$ cat config.mk
export PLATFORM = sky130hd
export DESIGN_NAME = cise_exec
export DESIGN_NICKNAME = d
export VERILOG_FILES = /design/src/core/cise_pkg.sv /design/src/core/cise_exec.sv
export SDC_FILE = /design/constraint.sdc
export NUM_CORES = 1
export LEC_CHECK = 0
export ABC_CLOCK_PERIOD_IN_PS = 10350
export BUFFER_PORTS_ARGS = -buffer_cell sky130_fd_sc_hd__buf_2
export CORE_MARGIN = 1
export CORE_UTILIZATION = 38
export CTS_BUF_LIST = sky130_fd_sc_hd__clkbuf_4
export DETAILED_ROUTE_END_ITERATION = 16
export GPL_ROUTABILITY_DRIVEN = 0
export GPL_TIMING_DRIVEN = 1
export MAX_ROUTING_LAYER = met4
export SLEW_MARGIN = 25
export SYNTH_ARGS = -nofsm -noshare
export SYNTH_HDL_FRONTEND = slang
export SYNTH_SLANG_ARGS = --single-unit
$ cat constraint.sdc
create_clock -name mclk -period 10.35 [get_ports mclk]
set_input_delay 1.035 -clock mclk [delete_from_list [all_inputs] [get_ports mclk]]
set_output_delay 1.035 -clock mclk [all_outputs]
set_load 0.02 [all_outputs]
$ cat src/core/cise_pkg.sv
// Package of constants, opcodes and carriers for the instruction subset execution block.
package cise_pkg;
  localparam int DATA_W = 16;
  localparam int ACC_W = 40;
  localparam int PROD_W = 32;
  localparam int REG_IDX_W = 4;
  localparam int ACC_GUARD_HI = 39;
  localparam int ACC_SAT_HI = 31;
  localparam logic [2:0] ONE_CYCLE = 3'h1;
  localparam logic [2:0] JUMP_CYCLES = 3'h4;
  localparam logic [1:0] JUMP_DIRECT_WORDS = 2'h2;
  localparam logic [1:0] ONE_WORD = 2'h1;
  localparam logic [2:0] SFR_EXTRA_CYCLES = 3'h1;
  localparam logic [4:0] NO_FIND_RESULT = 5'h10;
  localparam logic [ACC_W-1:0] ACC_RESET = 40'h00_0000_0000;
  localparam logic [DATA_W-1:0] WORD_RESET = 16'h0000;

  typedef enum logic [3:0] {
    CISE_NOP,
    CISE_FIND_BIT_CHANGE_LEFT_OP,
    CISE_FIRST_ONE_FROM_MSB_OP,
    CISE_FIRST_ONE_FROM_LSB_OP,
    CISE_JUMP_DIRECT_OP,
    CISE_JUMP_INDIRECT_OP,
    CISE_JUMP_LONG_OP,
    CISE_SHIFT_ONE_OP,
    CISE_SHIFT_BY_REG_OP,
    CISE_SHIFT_BY_LIT_OP,
    CISE_MULTIPLY_ACCUMULATE_OP,
    CISE_SQUARE_ACCUMULATE_OP,
    CISE_DISTANCE_ACCUMULATE_OP,
    CISE_DISTANCE_LOAD_OP,
    CISE_SWAP_REGISTERS_OP
  } cise_op_e;

  // One decoded instruction with its operands read from the register file.
  typedef struct packed {
    cise_op_e op;
    logic [DATA_W-1:0] src_a;
    logic [DATA_W-1:0] src_b;
    logic [DATA_W-1:0] shift_amt;
    logic [REG_IDX_W-1:0] dst_idx;
    logic [REG_IDX_W-1:0] src_idx;
    logic acc_sel;
    logic writeback_en;
    logic [DATA_W-1:0] prefetch_x;
    logic [DATA_W-1:0] prefetch_y;
    logic prefetch_en;
    logic to_default_reg;
    logic to_file_reg;
    logic sfr_access;
  } cise_issue_s;

  typedef struct packed {
    logic carry;
    logic negative;
    logic signed_excess_flag;
    logic zero;
    logic accum_a_overflow;
    logic accum_b_overflow;
    logic either_accum_overflow;
    logic accum_a_clipped;
    logic accum_b_clipped;
    logic either_accum_clipped;
  } cise_flags_s;

  // One result to the register file; a swap uses both write ports.
  typedef struct packed {
    logic wr_en;
    logic [REG_IDX_W-1:0] wr_idx;
    logic [DATA_W-1:0] wr_data;
    logic wr2_en;
    logic [REG_IDX_W-1:0] wr2_idx;
    logic [DATA_W-1:0] wr2_data;
    logic default_reg_en;
    logic file_reg_en;
    logic accumulator_writeback;
    logic [DATA_W-1:0] writeback_data;
    logic prefetch_valid;
    logic [DATA_W-1:0] prefetch_x;
    logic [DATA_W-1:0] prefetch_y;
    logic [DATA_W-1:0] jump_target;
    logic jump_taken;
  } cise_result_s;
endpackage

$ cat src/core/cise_exec.sv
// Execution unit for bit scans, right shifts, jumps, swap and accumulator operations.
//
// Contract
// - The bit-change scan finds the first bit change from the msb side in one cycle and alters only carry.
// - The msb-side first-one scan finds the first set bit from the top in one cycle and alters only carry.
// - The lsb-side first-one scan finds the first set bit from the bottom in one cycle and alters only carry.
// - Every jump takes four cycles, the direct form is two words and the indirect forms one, and no flag changes.
// - A one-bit right shift takes one cycle, writes file, default or destination register and updates C, N, OV and Z.
// - A right shift by a register amount takes one cycle and updates only N and Z.
// - A right shift by a 5-bit literal takes one cycle and updates only N and Z.
// - Multiply-accumulate adds a register product to the chosen accumulator in one cycle with prefetch and writeback.
// - Square-accumulate adds a register squared to the chosen accumulator in one cycle with optional prefetch.
// - Distance-accumulate adds the squared operand to the chosen accumulator in one cycle with prefetch.
// - A read or read-modify-write aimed at a peripheral register outside the core costs one more cycle.
// - Distance-load puts the squared operand into the chosen accumulator, dropping its old value, in one cycle.
`timescale 1ns/1ps
module cise_exec #(
  parameter int DATA_W = cise_pkg::DATA_W,
  parameter int ACC_W = cise_pkg::ACC_W
) (
  // Clock and reset.
  input wire logic mclk,
  input wire logic rst,
  // Issue from the decoder.
  input wire logic issue_valid,
  input wire cise_pkg::cise_issue_s issue,
  output logic issue_ready,
  // Results.
  output cise_pkg::cise_result_s result_q,
  output logic result_valid_q,
  output cise_pkg::cise_flags_s flags_q,
  output logic [1:0] words_q,
  output logic [2:0] cycles_q,
  output logic [ACC_W-1:0] acc_a_q,
  output logic [ACC_W-1:0] acc_b_q
);
  if (DATA_W != 16 || ACC_W != 40) begin : g_width_check
    $error("cise_exec supports only a 16-bit word and 40-bit accumulators");
  end

  ////////////////////////////////////////////////////////////////////////////
  // Scans.

  logic [4:0] msb_one_pos;
  logic [4:0] lsb_one_pos;
  logic [4:0] change_pos;
  logic [DATA_W-1:0] src;
  assign src = issue.src_a;

  // Positions count from 1 at the searched end; an empty search gives the sentinel.
  // Later iterations overwrite earlier ones, so the last hit is the one nearest that end.
  always_comb begin
    msb_one_pos = cise_pkg::NO_FIND_RESULT;
    lsb_one_pos = cise_pkg::NO_FIND_RESULT;
    change_pos = cise_pkg::NO_FIND_RESULT;
    for (int i = 0; i < DATA_W; i++) begin
      if (src[i]) begin
        msb_one_pos = 5'(DATA_W - i);
      end
    end
    for (int i = DATA_W - 1; i >= 0; i--) begin
      if (src[i]) begin
        lsb_one_pos = 5'(i + 1);
      end
    end
    for (int i = 0; i < DATA_W - 1; i++) begin
      if (src[i] != src[DATA_W - 1]) begin
        change_pos = 5'(DATA_W - i);
      end
    end
  end

  logic [4:0] scan_pos;
  logic scan_op;
  assign scan_op = issue.op == cise_pkg::CISE_FIND_BIT_CHANGE_LEFT_OP ||
                   issue.op == cise_pkg::CISE_FIRST_ONE_FROM_MSB_OP ||
                   issue.op == cise_pkg::CISE_FIRST_ONE_FROM_LSB_OP;
  assign scan_pos = issue.op == cise_pkg::CISE_FIND_BIT_CHANGE_LEFT_OP ? change_pos :
                    issue.op == cise_pkg::CISE_FIRST_ONE_FROM_MSB_OP ? msb_one_pos : lsb_one_pos;
  // Position 16 is also a real hit, so carry comes from an empty search, not from the sentinel.
  logic scan_none;
  assign scan_none = issue.op == cise_pkg::CISE_FIND_BIT_CHANGE_LEFT_OP ?
                     (&src || ~|src) : ~|src;

  ////////////////////////////////////////////////////////////////////////////
  // Shifts.

  logic [DATA_W-1:0] shift_one;
  logic [DATA_W-1:0] shift_multi;
  logic [3:0] shift_amt;
  logic shift_big;
  logic shift_one_op;
  logic shift_multi_op;
  assign shift_one = {1'b0, src[DATA_W-1:1]};
  // Any amount of 16 or more empties the word, whatever the upper bits of a register amount hold.
  assign shift_big = |issue.shift_amt[DATA_W-1:4];
  assign shift_amt = issue.shift_amt[3:0];
  assign shift_multi = shift_big ? cise_pkg::WORD_RESET : src >> shift_amt;
  assign shift_one_op = issue.op == cise_pkg::CISE_SHIFT_ONE_OP;
  assign shift_multi_op = issue.op == cise_pkg::CISE_SHIFT_BY_REG_OP ||
                          issue.op == cise_pkg::CISE_SHIFT_BY_LIT_OP;

  ////////////////////////////////////////////////////////////////////////////
  // Accumulator path.

  logic signed [DATA_W-1:0] mul_a;
  logic signed [DATA_W-1:0] mul_b;
  logic signed [cise_pkg::PROD_W-1:0] product;
  logic signed [ACC_W-1:0] prod_ext;
  logic signed [ACC_W-1:0] acc_old;
  logic signed [ACC_W:0] acc_sum;
  logic [ACC_W-1:0] acc_new;
  logic mac_op;
  logic load_op;
  logic acc_ovf;
  logic acc_clip;
  assign load_op = issue.op == cise_pkg::CISE_DISTANCE_LOAD_OP;
  assign mac_op = issue.op == cise_pkg::CISE_MULTIPLY_ACCUMULATE_OP ||
                  issue.op == cise_pkg::CISE_SQUARE_ACCUMULATE_OP ||
                  issue.op == cise_pkg::CISE_DISTANCE_ACCUMULATE_OP || load_op;
  assign mul_a = issue.src_a;
  // Square and both distance forms use one operand twice.
  assign mul_b = issue.op == cise_pkg::CISE_MULTIPLY_ACCUMULATE_OP ? issue.src_b : issue.src_a;
  assign product = mul_a * mul_b;
  assign prod_ext = ACC_W'(product);
  assign acc_old = issue.acc_sel ? acc_b_q : acc_a_q;
  // The load drops the previous accumulator contents.
  assign acc_sum = load_op ? {prod_ext[ACC_W-1], prod_ext} :
                   {acc_old[ACC_W-1], acc_old} + {prod_ext[ACC_W-1], prod_ext};
  assign acc_new = acc_sum[ACC_W-1:0];
  // Overflow into the guard bits, and overflow past the guard bits which clips.
  assign acc_ovf = ~(&acc_new[cise_pkg::ACC_GUARD_HI:cise_pkg::ACC_SAT_HI] |
                     ~|acc_new[cise_pkg::ACC_GUARD_HI:cise_pkg::ACC_SAT_HI]);
  assign acc_clip = acc_sum[ACC_W] != acc_sum[ACC_W-1];
  logic [ACC_W-1:0] acc_sat;
  assign acc_sat = !acc_clip ? acc_new :
                   acc_sum[ACC_W] ? {1'b1, {(ACC_W-1){1'b0}}} : {1'b0, {(ACC_W-1){1'b1}}};

  ////////////////////////////////////////////////////////////////////////////
  // Sequencing: jumps hold the unit four cycles, peripheral access one extra.

  typedef enum logic [1:0] {CISE_IDLE, CISE_BUSY} cise_state_e;
  cise_state_e state_q;
  cise_state_e state_d;
  logic [2:0] wait_q;
  logic [2:0] wait_d;
  logic [2:0] cost;
  logic jump_op;
  logic take;
  logic ready_q;
  assign jump_op = issue.op == cise_pkg::CISE_JUMP_DIRECT_OP ||
                   issue.op == cise_pkg::CISE_JUMP_INDIRECT_OP ||
                   issue.op == cise_pkg::CISE_JUMP_LONG_OP;
  assign cost = (jump_op ? cise_pkg::JUMP_CYCLES : cise_pkg::ONE_CYCLE) +
                (issue.sfr_access ? cise_pkg::SFR_EXTRA_CYCLES : 3'h0);
  // Ready is registered so the decoder sees no combinational path out of the unit.
  assign issue_ready = ready_q;
  assign take = issue_valid && issue_ready;

  always_comb begin
    state_d = state_q;
    wait_d = wait_q;
    case (state_q)
      CISE_IDLE: begin
        if (take && cost > cise_pkg::ONE_CYCLE) begin
          state_d = CISE_BUSY;
          wait_d = cost - 3'h2;
        end
      end
      CISE_BUSY: begin
        if (wait_q == 3'h0) begin
          state_d = CISE_IDLE;
        end else begin
          wait_d = wait_q - 3'h1;
        end
      end
      default: state_d = CISE_IDLE;
    endcase
  end

  ////////////////////////////////////////////////////////////////////////////
  // Result and flag updates.

  cise_pkg::cise_result_s res_d;
  cise_pkg::cise_flags_s flg_d;
  always_comb begin
    res_d = '0;
    flg_d = flags_q;
    res_d.wr_idx = issue.dst_idx;
    if (scan_op) begin
      res_d.wr_en = 1'b1;
      res_d.wr_data = DATA_W'(scan_pos);
      flg_d.carry = scan_none;
    end else if (shift_one_op) begin
      res_d.wr_en = !issue.to_default_reg && !issue.to_file_reg;
      res_d.default_reg_en = issue.to_default_reg;
      res_d.file_reg_en = issue.to_file_reg;
      res_d.wr_data = shift_one;
      flg_d.carry = src[0];
      flg_d.negative = 1'b0;
      flg_d.signed_excess_flag = 1'b0;
      flg_d.zero = shift_one == cise_pkg::WORD_RESET;
    end else if (shift_multi_op) begin
      res_d.wr_en = 1'b1;
      res_d.wr_data = shift_multi;
      flg_d.negative = shift_multi[DATA_W-1];
      flg_d.zero = shift_multi == cise_pkg::WORD_RESET;
    end else if (jump_op) begin
      res_d.jump_taken = 1'b1;
      res_d.jump_target = issue.src_a;
    end else if (issue.op == cise_pkg::CISE_SWAP_REGISTERS_OP) begin
      res_d.wr_en = 1'b1;
      res_d.wr_data = issue.src_b;
      res_d.wr2_en = 1'b1;
      res_d.wr2_idx = issue.src_idx;
      res_d.wr2_data = issue.src_a;
    end else if (mac_op) begin
      res_d.prefetch_valid = issue.prefetch_en;
      res_d.prefetch_x = issue.prefetch_x;
      res_d.prefetch_y = issue.prefetch_y;
      res_d.accumulator_writeback = issue.writeback_en &&
                                    issue.op == cise_pkg::CISE_MULTIPLY_ACCUMULATE_OP;
      res_d.writeback_data = issue.acc_sel ? acc_a_q[cise_pkg::ACC_SAT_HI:DATA_W] :
                                             acc_b_q[cise_pkg::ACC_SAT_HI:DATA_W];
      if (issue.acc_sel) begin
        flg_d.accum_b_overflow = acc_ovf;
        flg_d.accum_b_clipped = flags_q.accum_b_clipped | acc_clip;
      end else begin
        flg_d.accum_a_overflow = acc_ovf;
        flg_d.accum_a_clipped = flags_q.accum_a_clipped | acc_clip;
      end
      flg_d.either_accum_overflow = flg_d.accum_a_overflow | flg_d.accum_b_overflow;
      flg_d.either_accum_clipped = flg_d.accum_a_clipped | flg_d.accum_b_clipped;
    end
  end

  ////////////////////////////////////////////////////////////////////////////
  // Registers.

  always_ff @(posedge mclk) begin
    if (rst) begin
      state_q <= CISE_IDLE;
      wait_q <= 3'h0;
      ready_q <= 1'b1;
      result_q <= '0;
      result_valid_q <= 1'b0;
      flags_q <= '0;
      words_q <= 2'h0;
      cycles_q <= 3'h0;
      acc_a_q <= cise_pkg::ACC_RESET;
      acc_b_q <= cise_pkg::ACC_RESET;
    end else begin
      state_q <= state_d;
      wait_q <= wait_d;
      ready_q <= state_d == CISE_IDLE;
      result_valid_q <= take;
      if (take) begin
        result_q <= res_d;
        flags_q <= flg_d;
        cycles_q <= cost;
        words_q <= issue.op == cise_pkg::CISE_JUMP_DIRECT_OP ?
                   cise_pkg::JUMP_DIRECT_WORDS : cise_pkg::ONE_WORD;
      end
      if (take && mac_op && !issue.acc_sel) begin
        acc_a_q <= acc_sat;
      end
      if (take && mac_op && issue.acc_sel) begin
        acc_b_q <= acc_sat;
      end
    end
  end
endmodule // cise_exec

==> results of run 1 <==
[path summary, 6_finish.rpt]
check	to	cells past startpoint	slack (ns)
setup / recovery	acc_b_q[11]$_SDFFE_PP0P_	42	0.31
hold / removal	result_q[85]$_SDFFE_PP0P_	2	0.45
setup reg to reg	flags_q[3]$_SDFFE_PP0P_	20	5.73
hold reg to reg	result_q[85]$_SDFFE_PP0P_	2	0.45
[layer usage]
| metal | share of wire, % | up-vias | wire (µm) | global-route usage [%] |
|---|---|---|---|---|
| met5 | 0 | - | 0 | - |
| met4 | 2.5 | 0 | 1906 | 6.314 |
| met3 | 6.4 | 127 | 4846 | 3.877 |
| met2 | 47 | 736 | 35400 | 39.78 |
| met1 | 44 | 10377 | 33680 | 33.34 |
| li1 | - | 10445 | - | - |
[sequential cells by signal (all words and copies together), names as in the netlist, 2 cells and up]
register / cells
acc_a_q: 40
acc_b_q: 40
cycles_q: 3
flags_q: 9
result_q: 111
state_q: 2
wait_q: 3
words_q: 2
[cells in the final DEF, fill, tap and decap left out, types with 8 or more instances in the layout]
cell      instances
a211oi_1         45
a21o_1           24
a21oi_1         220
a221oi_1          8
a22oi_1          55
a31oi_1          24
and2_1           48
and3_1            8
buf_12           11
buf_2           306
buf_4           292
clkbuf_4         72
clkinv_1         14
dfxtp_1         212
fa_1            261
ha_1            124
inv_1           315
maj3_1           11
mux2_2           61
mux2i_1          32
nand2_1         378
nand2b_1         24
nand3_1          64
nand4_1          11
nor2_1          269
nor2b_1          67
nor3_1           33
o211ai_1         15
o21a_1           18
o21ai_0          88
o21bai_1         11
xnor2_1          49
xor2_1           20
[repair_timing]
item | in CTS | in global routing
endpoints found under the setup margin | 0 | 70
buffers inserted | 0 | 2
gates resized for setup | 0 | 14
[kinds of logic after synthesis]
group / Yosys count / synth area share (%)
simple gates: 957 / 18.36
buf+inv: 507 / 8.382
mux: 98 / 4.595
other cells: 1 / 0.01615
compound gates: 606 / 16.97
xor+xnor: 77 / 3.335
fa+ha+maj: 403 / 30.07
flops: 212 / 18.27
[area by class of cell]
type                            count  area, µm²  share of cell area (%)
Antenna cell                        1      2.502                0.008871
Timing Repair Buffer              610       3955                   14.02
Inverter                          321       1205                   4.271
Clock buffer                       72      540.5                   1.916
Sequential cell                   212       4244                   15.04
Tap cell                          782      978.4                   3.468
Clock inverter                     14      137.6                  0.4879
Multi-Input combinational cell   2143      17150                   60.78
[stage by stage]
stage | utilization, % | hold slack (ns) | TNS (ns) | setup WS, ns | cells
floorplan | - | 0.4486 | 0 | 0.0003997 | 2862
global placement | 45.51 | 0.4356 | -15.96 | -0.3549 | 4066
detailed placement | 45.51 | 0.4420 | -15.67 | -0.3738 | 4066
CTS | 46.63 | 0.4510 | 0 | 0.3025 | 4152
global route | 46.74 | 0.4718 | -0.01168 | -0.01168 | 4155
finish | 46.74 | 0.4490 | 0 | 0.3067 | 4155
[worst register-to-register path, cell delays in order (launching register included)]
cell and delay (ns):
dfxtp_1 0.36, mux2_2 0.16, ha_1 0.18, inv_1 0.07, fa_1 0.46, nor2b_1 0.21
o21ai_0 0.19, a211oi_1 0.28, buf_4 0.18, o211ai_1 0.16, a21oi_1 0.19, mux2i_1 0.14
o2bb2ai_1 0.18, o21ai_0 0.17, buf_4 0.17, a31oi_1 0.09, o221a_2 0.28, a2111oi_0 0.45
nand4_1 0.28, nand2_1 0.15, a311oi_2 0.10
==> metrics.cfg, run 1 <==
[run_status]
status = finished clean

[global_route]
grt.overflow.total = 0
grt_usage_pct = 25.06
grt_start_max_net_pins = 131
antenna_found_initial = 1
grt_pass1_wl_mm = 121.5
first_global_vias = 21511

[synthesis]
synth_top_area_share_pct = 22.67
synth_enable_flop_cells = 0
ys_ff_latch = 212
synth_cell_types = 92
synth_flop_cell = dfxtp_1
syn_avg_cell_area_um2 = 8.118
yosysTopAreaCell = fa_1
syn_area_um2 = 23230
yosysSeqAreaShare_pct = 18.27
synthMostInstantiatedCell = nand2_1
synth_async_sr_flop_share_pct = 0
synth_warnings = 0
ys_top_cells_by_area = fa_1 (23%), dfxtp_1 (18%), ha_1 (6.7%), nand2_1 (6.2%), inv_1 (5.1%)
netlist_instances = 2861
yosys-top-cells-count = nand2_1 (384), inv_1 (316), nor2_1 (269), fa_1 (263), a21oi_1 (222)

[sta]
hold_violations = 0
period_share_pct = 97.04
fin_worst_skew_ns = 0.06248
finalSetupViolations = 0
worstMarginPinSlew_ns = 1.056
fmax_mhz = 99.57
min_period_ns = 10.04
final_max_slew_viol_count = 0
slew_headroom_pct = 29.57

[final_layout]
drive_above_1_share_pct = 24.17
synthToLayoutAreaGrowth_pct = 21.46
fill_cells = 6061
nNetsFinal = 3827
final_area_um2 = 28210

[min_path]
min_from = result_q[85]$_SDFFE_PP0P_
worst_hold_path_type = reg2reg

[critical_path]
startpoint_type = input pin
reg2reg_from = acc_b_q[0]$_SDFFE_PP0P_
crit_start = issue[94]
crit_path_end_kind = register
critPathArrivalTime_ns = 10.54
cp_data_required_time_ns = 10.85
crit_path_frequent_cell = fa_1
cpMaxStageDelayCell = fa_1
path_delay_family = adder cells
critPathKind = in2reg
crit_buf_inv = 10
critical_path.max_fanout = 14
crit_path_max_incr_delay_ns = 0.54

[routing]
vias_per_cell = 5.219
vias = 21685
drt_wl_total_mm = 75.83
drt_iter0_markers = 1548
drtPass1Iterations = 9
postRouteAntennaNets = 0
wire_per_inst_um = 18.25
drc = 0

[clocking]
numCtsBuffers = 50
clock_path_buffers = 3
htreeDepth = 2
clkTransAtPathRegs_ns = 0.07
tritoncts = built
clock-root-buffer = clkbuf_4
clk_latency_ns = 0.72
cts_sinks = 212
hold_buffers = 0

[die]
row_count = 90
die_w_um = 249.2
design.core.area_um2 = 60360
start_util_pct = 38.48
dieArea_um2 = 62110
ios = 309
die_y_um = 249.2

[placement]
port_buffers = 307
place_area_um2 = 27470
dp_hpwl_mm = 59.60

[flow_run]
max-cap-violations = 0

Power of run 1 is not shown: default switching activity piles up to over one toggle a cycle in this logic, so the estimate is an artifact.
==> inputs of run 2 (changes only) <==
--- a/config.mk
+++ b/config.mk
@@ -14,6 +14,7 @@
 export GPL_ROUTABILITY_DRIVEN = 0
 export GPL_TIMING_DRIVEN = 1
 export MAX_ROUTING_LAYER = met4
+export PLACE_DENSITY = 0.62
 export SLEW_MARGIN = 25
 export SYNTH_ARGS = -nofsm -noshare
 export SYNTH_HDL_FRONTEND = slang
==> run 2 against run 1 <==
  * Non-clock buffer count increased by 26
  * Clock-buffer cell count up 1
  * Global-route usage is essentially flat
  * Highest routed layer unchanged
  * Final cell count is 0.58% higher
  * Register-to-register slack worse by 0.17 ns
==> metrics.cfg, run 2 (synthesis results as in run 1) <==
[global_route]
grt_start_max_net_pins = 121  ; -7.6%
grt_usage_pct = 25.04  ; -0.027 points
met2_usage_pct = 39.11  ; -0.67 points
grt_pass1_wl_mm = 120.6  ; -0.74%
grt.overflow.total = 0  ; unchanged
use_met3_pct = 4.253  ; +0.38 points
grt_util_met1_pct = 33.07  ; -0.27 points
antenna_found_initial = 2  ; +1
busiest_layer = met2
first_global_vias = 21292  ; -1.0%

[routing]
drt_iter0_markers = 1639  ; +5.9%
drtPass1Iterations = 5  ; -4
drt_wl_total_mm = 75.98  ; +0.20%
vias_per_cell = 5.253  ; +0.66%
vias = 21954  ; +1.2%
postRouteAntennaNets = 0  ; unchanged
wire_per_inst_um = 18.18  ; -0.38%
drc = 0  ; unchanged

[sta]
grt_setup_unrepaired = yes
period_share_pct = 97.49  ; +0.46 points
fin_worst_skew_ns = 0.08507  ; +0.02260 ns
final_max_slew_viol_count = 0  ; unchanged
worstMarginPinSlew_ns = 0.9989  ; -0.05754 ns
setup_slack_ns = 0.2594  ; -0.04733 ns
finalSetupViolations = 0  ; unchanged
hold_violations = 0  ; unchanged
min_period_ns = 10.09  ; +0.04733 ns
slew_headroom_pct = 33.41  ; +3.8 points
fmax_mhz = 99.10  ; -0.47%

[critical_path]
crit_buf_inv = 12  ; +2
cp_data_required_time_ns = 10.90  ; +0.05 ns
critPathArrivalTime_ns = 10.65  ; +0.11 ns
crit_path_frequent_cell = fa_1
critPathKind = in2reg
startpoint_type = input pin
path_delay_family = adder cells
ff2ff_setup_slack_ns = 5.56  ; -0.17 ns
critical_path.max_fanout = 11  ; -3
crit_path_max_incr_delay_ns = 0.59  ; +0.05 ns
crit_path_end_kind = register
cpMaxStageDelayCell = fa_1

[die]
dieArea_um2 = 62110  ; unchanged
row_count = 90  ; unchanged
ios = 309  ; unchanged
die_y_um = 249.2  ; unchanged
design.core.area_um2 = 60360  ; unchanged
die_w_um = 249.2  ; unchanged
start_util_pct = 38.48  ; unchanged

[clocking]
clock_path_buffers = 3  ; unchanged
clkTransAtPathRegs_ns = 0.07  ; about the same
clock-root-buffer = clkbuf_4
hold_buffers = 0  ; unchanged
cts_sinks = 212  ; unchanged
htreeDepth = 2  ; unchanged
tritoncts = built
clk_latency_ns = 0.74  ; +0.02 ns
numCtsBuffers = 50  ; unchanged

[final_layout]
nNetsFinal = 3853  ; +0.68%
multi_input_area_um2 = 17310  ; +0.93%
synthToLayoutAreaGrowth_pct = 22.64
fill_cells = 6047  ; -0.23%
finalCoreUtilization_pct = 47.19  ; +0.46 points
final_common_cell = nand2_1
top_register = result_q
regArea_um2 = 4244  ; unchanged
largest_reg_flops = 111  ; unchanged
final_cell_mix = nand2_1 (379), buf_4 (317), inv_1 (315)
drive_above_1_share_pct = 25.69  ; +1.5 points
top_regs = result_q: 111 flops, acc_a_q: 40 flops, acc_b_q: 40 flops

[min_path]
worst_hold_path_type = reg2reg

[placement]
pre_cts_ws_ns = -0.5885  ; -0.2147 ns
dp_hpwl_mm = 59.49  ; -0.19%
port_buffers = 307  ; unchanged

[run_status]
status = finished clean

[flow_run]
max-cap-violations = 0  ; unchanged

-- run 2: changes by cell type in the layout (fill, tap and decap cells not counted), moves of 5 or more --
cell,before,now
buf_4,292,317
o21ai_0,88,80
clkinv_1,14,8
a21oi_1,220,215
a21oi_2,3,8
buf_12,11,6
-- run 2: what timing repair did --
action                                  CTS  global route
gates resized for setup                   0            64
hold endpoints to repair                  0             0
setup buffers                             0            11
endpoints found under the setup margin    0            86
-- run 2: through the flow --
step / std cells / TNS, ns / hold slack, ns / area, µm²
5_1_grt: 4179 / -1.387 / 0.4631 / 28480
6_report: 4179 / 0 / 0.4461 / 28480
3_5_place_dp: 4083 / -38.54 / 0.4412 / 27550
3_3_place_gp: 4083 / -40.06 / 0.4372 / 27540
2_1_floorplan: 2862 / 0 / 0.4486 / 23300
4_1_cts: 4165 / 0 / 0.4478 / 28160
-- run 2: worst paths after layout --
| check | start | end | cells after the start |
|---|---|---|---|
| worst max-delay path | issue[94] | acc_b_q[0]$_SDFFE_PP0P_ | 46 |
| worst min-delay path | result_q[77]$_SDFFE_PP0P_ | result_q[77]$_SDFFE_PP0P_ | 2 |
| worst max register to register | acc_a_q[0]$_SDFFE_PP0P_ | acc_b_q[20]$_SDFFE_PP0P_ | 23 |
| worst min register to register | result_q[77]$_SDFFE_PP0P_ | result_q[77]$_SDFFE_PP0P_ | 2 |
-- run 2: layout make-up --
cell class              count  share of cell area, %
repair buffers            636                  14.49
diodes                      3                0.02636
clock inverters             9                 0.2416
multi-input cells        2143                  60.75
clock buffers              73                  1.924
well taps                 782                  3.435
inverters                 321                  4.230
flip-flops and latches    212                  14.90
-- run 2: layer usage --
| layer | share of wire (%) | wire length [µm] | up-vias |
|---|---|---|---|
| met4 | 3.2 | 2458 | 0 |
| met5 | 0 | 0 | - |
| met3 | 7.0 | 5341 | 142 |
| met2 | 46 | 35010 | 791 |
| li1 | - | - | 10514 |
| met1 | 44 | 33170 | 10507 |
-- run 2: worst reg2reg max path: stages, from the launching register on --
cell and delay, ns:
dfxtp_1 0.42, mux2_2 0.18, ha_1 0.18, inv_1 0.07, fa_1 0.46, nor2b_1 0.20, o21ai_0 0.20, a211oi_1 0.27
buf_4 0.16, o211ai_1 0.13, a21oi_1 0.21, mux2i_1 0.14, buf_4 0.16, o2bb2ai_1 0.14, o21a_1 0.23, nor2_2 0.19
buf_4 0.16, o41ai_4 0.08, clkbuf_16 0.18, buf_4 0.15, a211o_1 0.28, a31oi_1 0.29, nand2_1 0.11, a21oi_1 0.13
Power of run 2 is left out for the same reason.
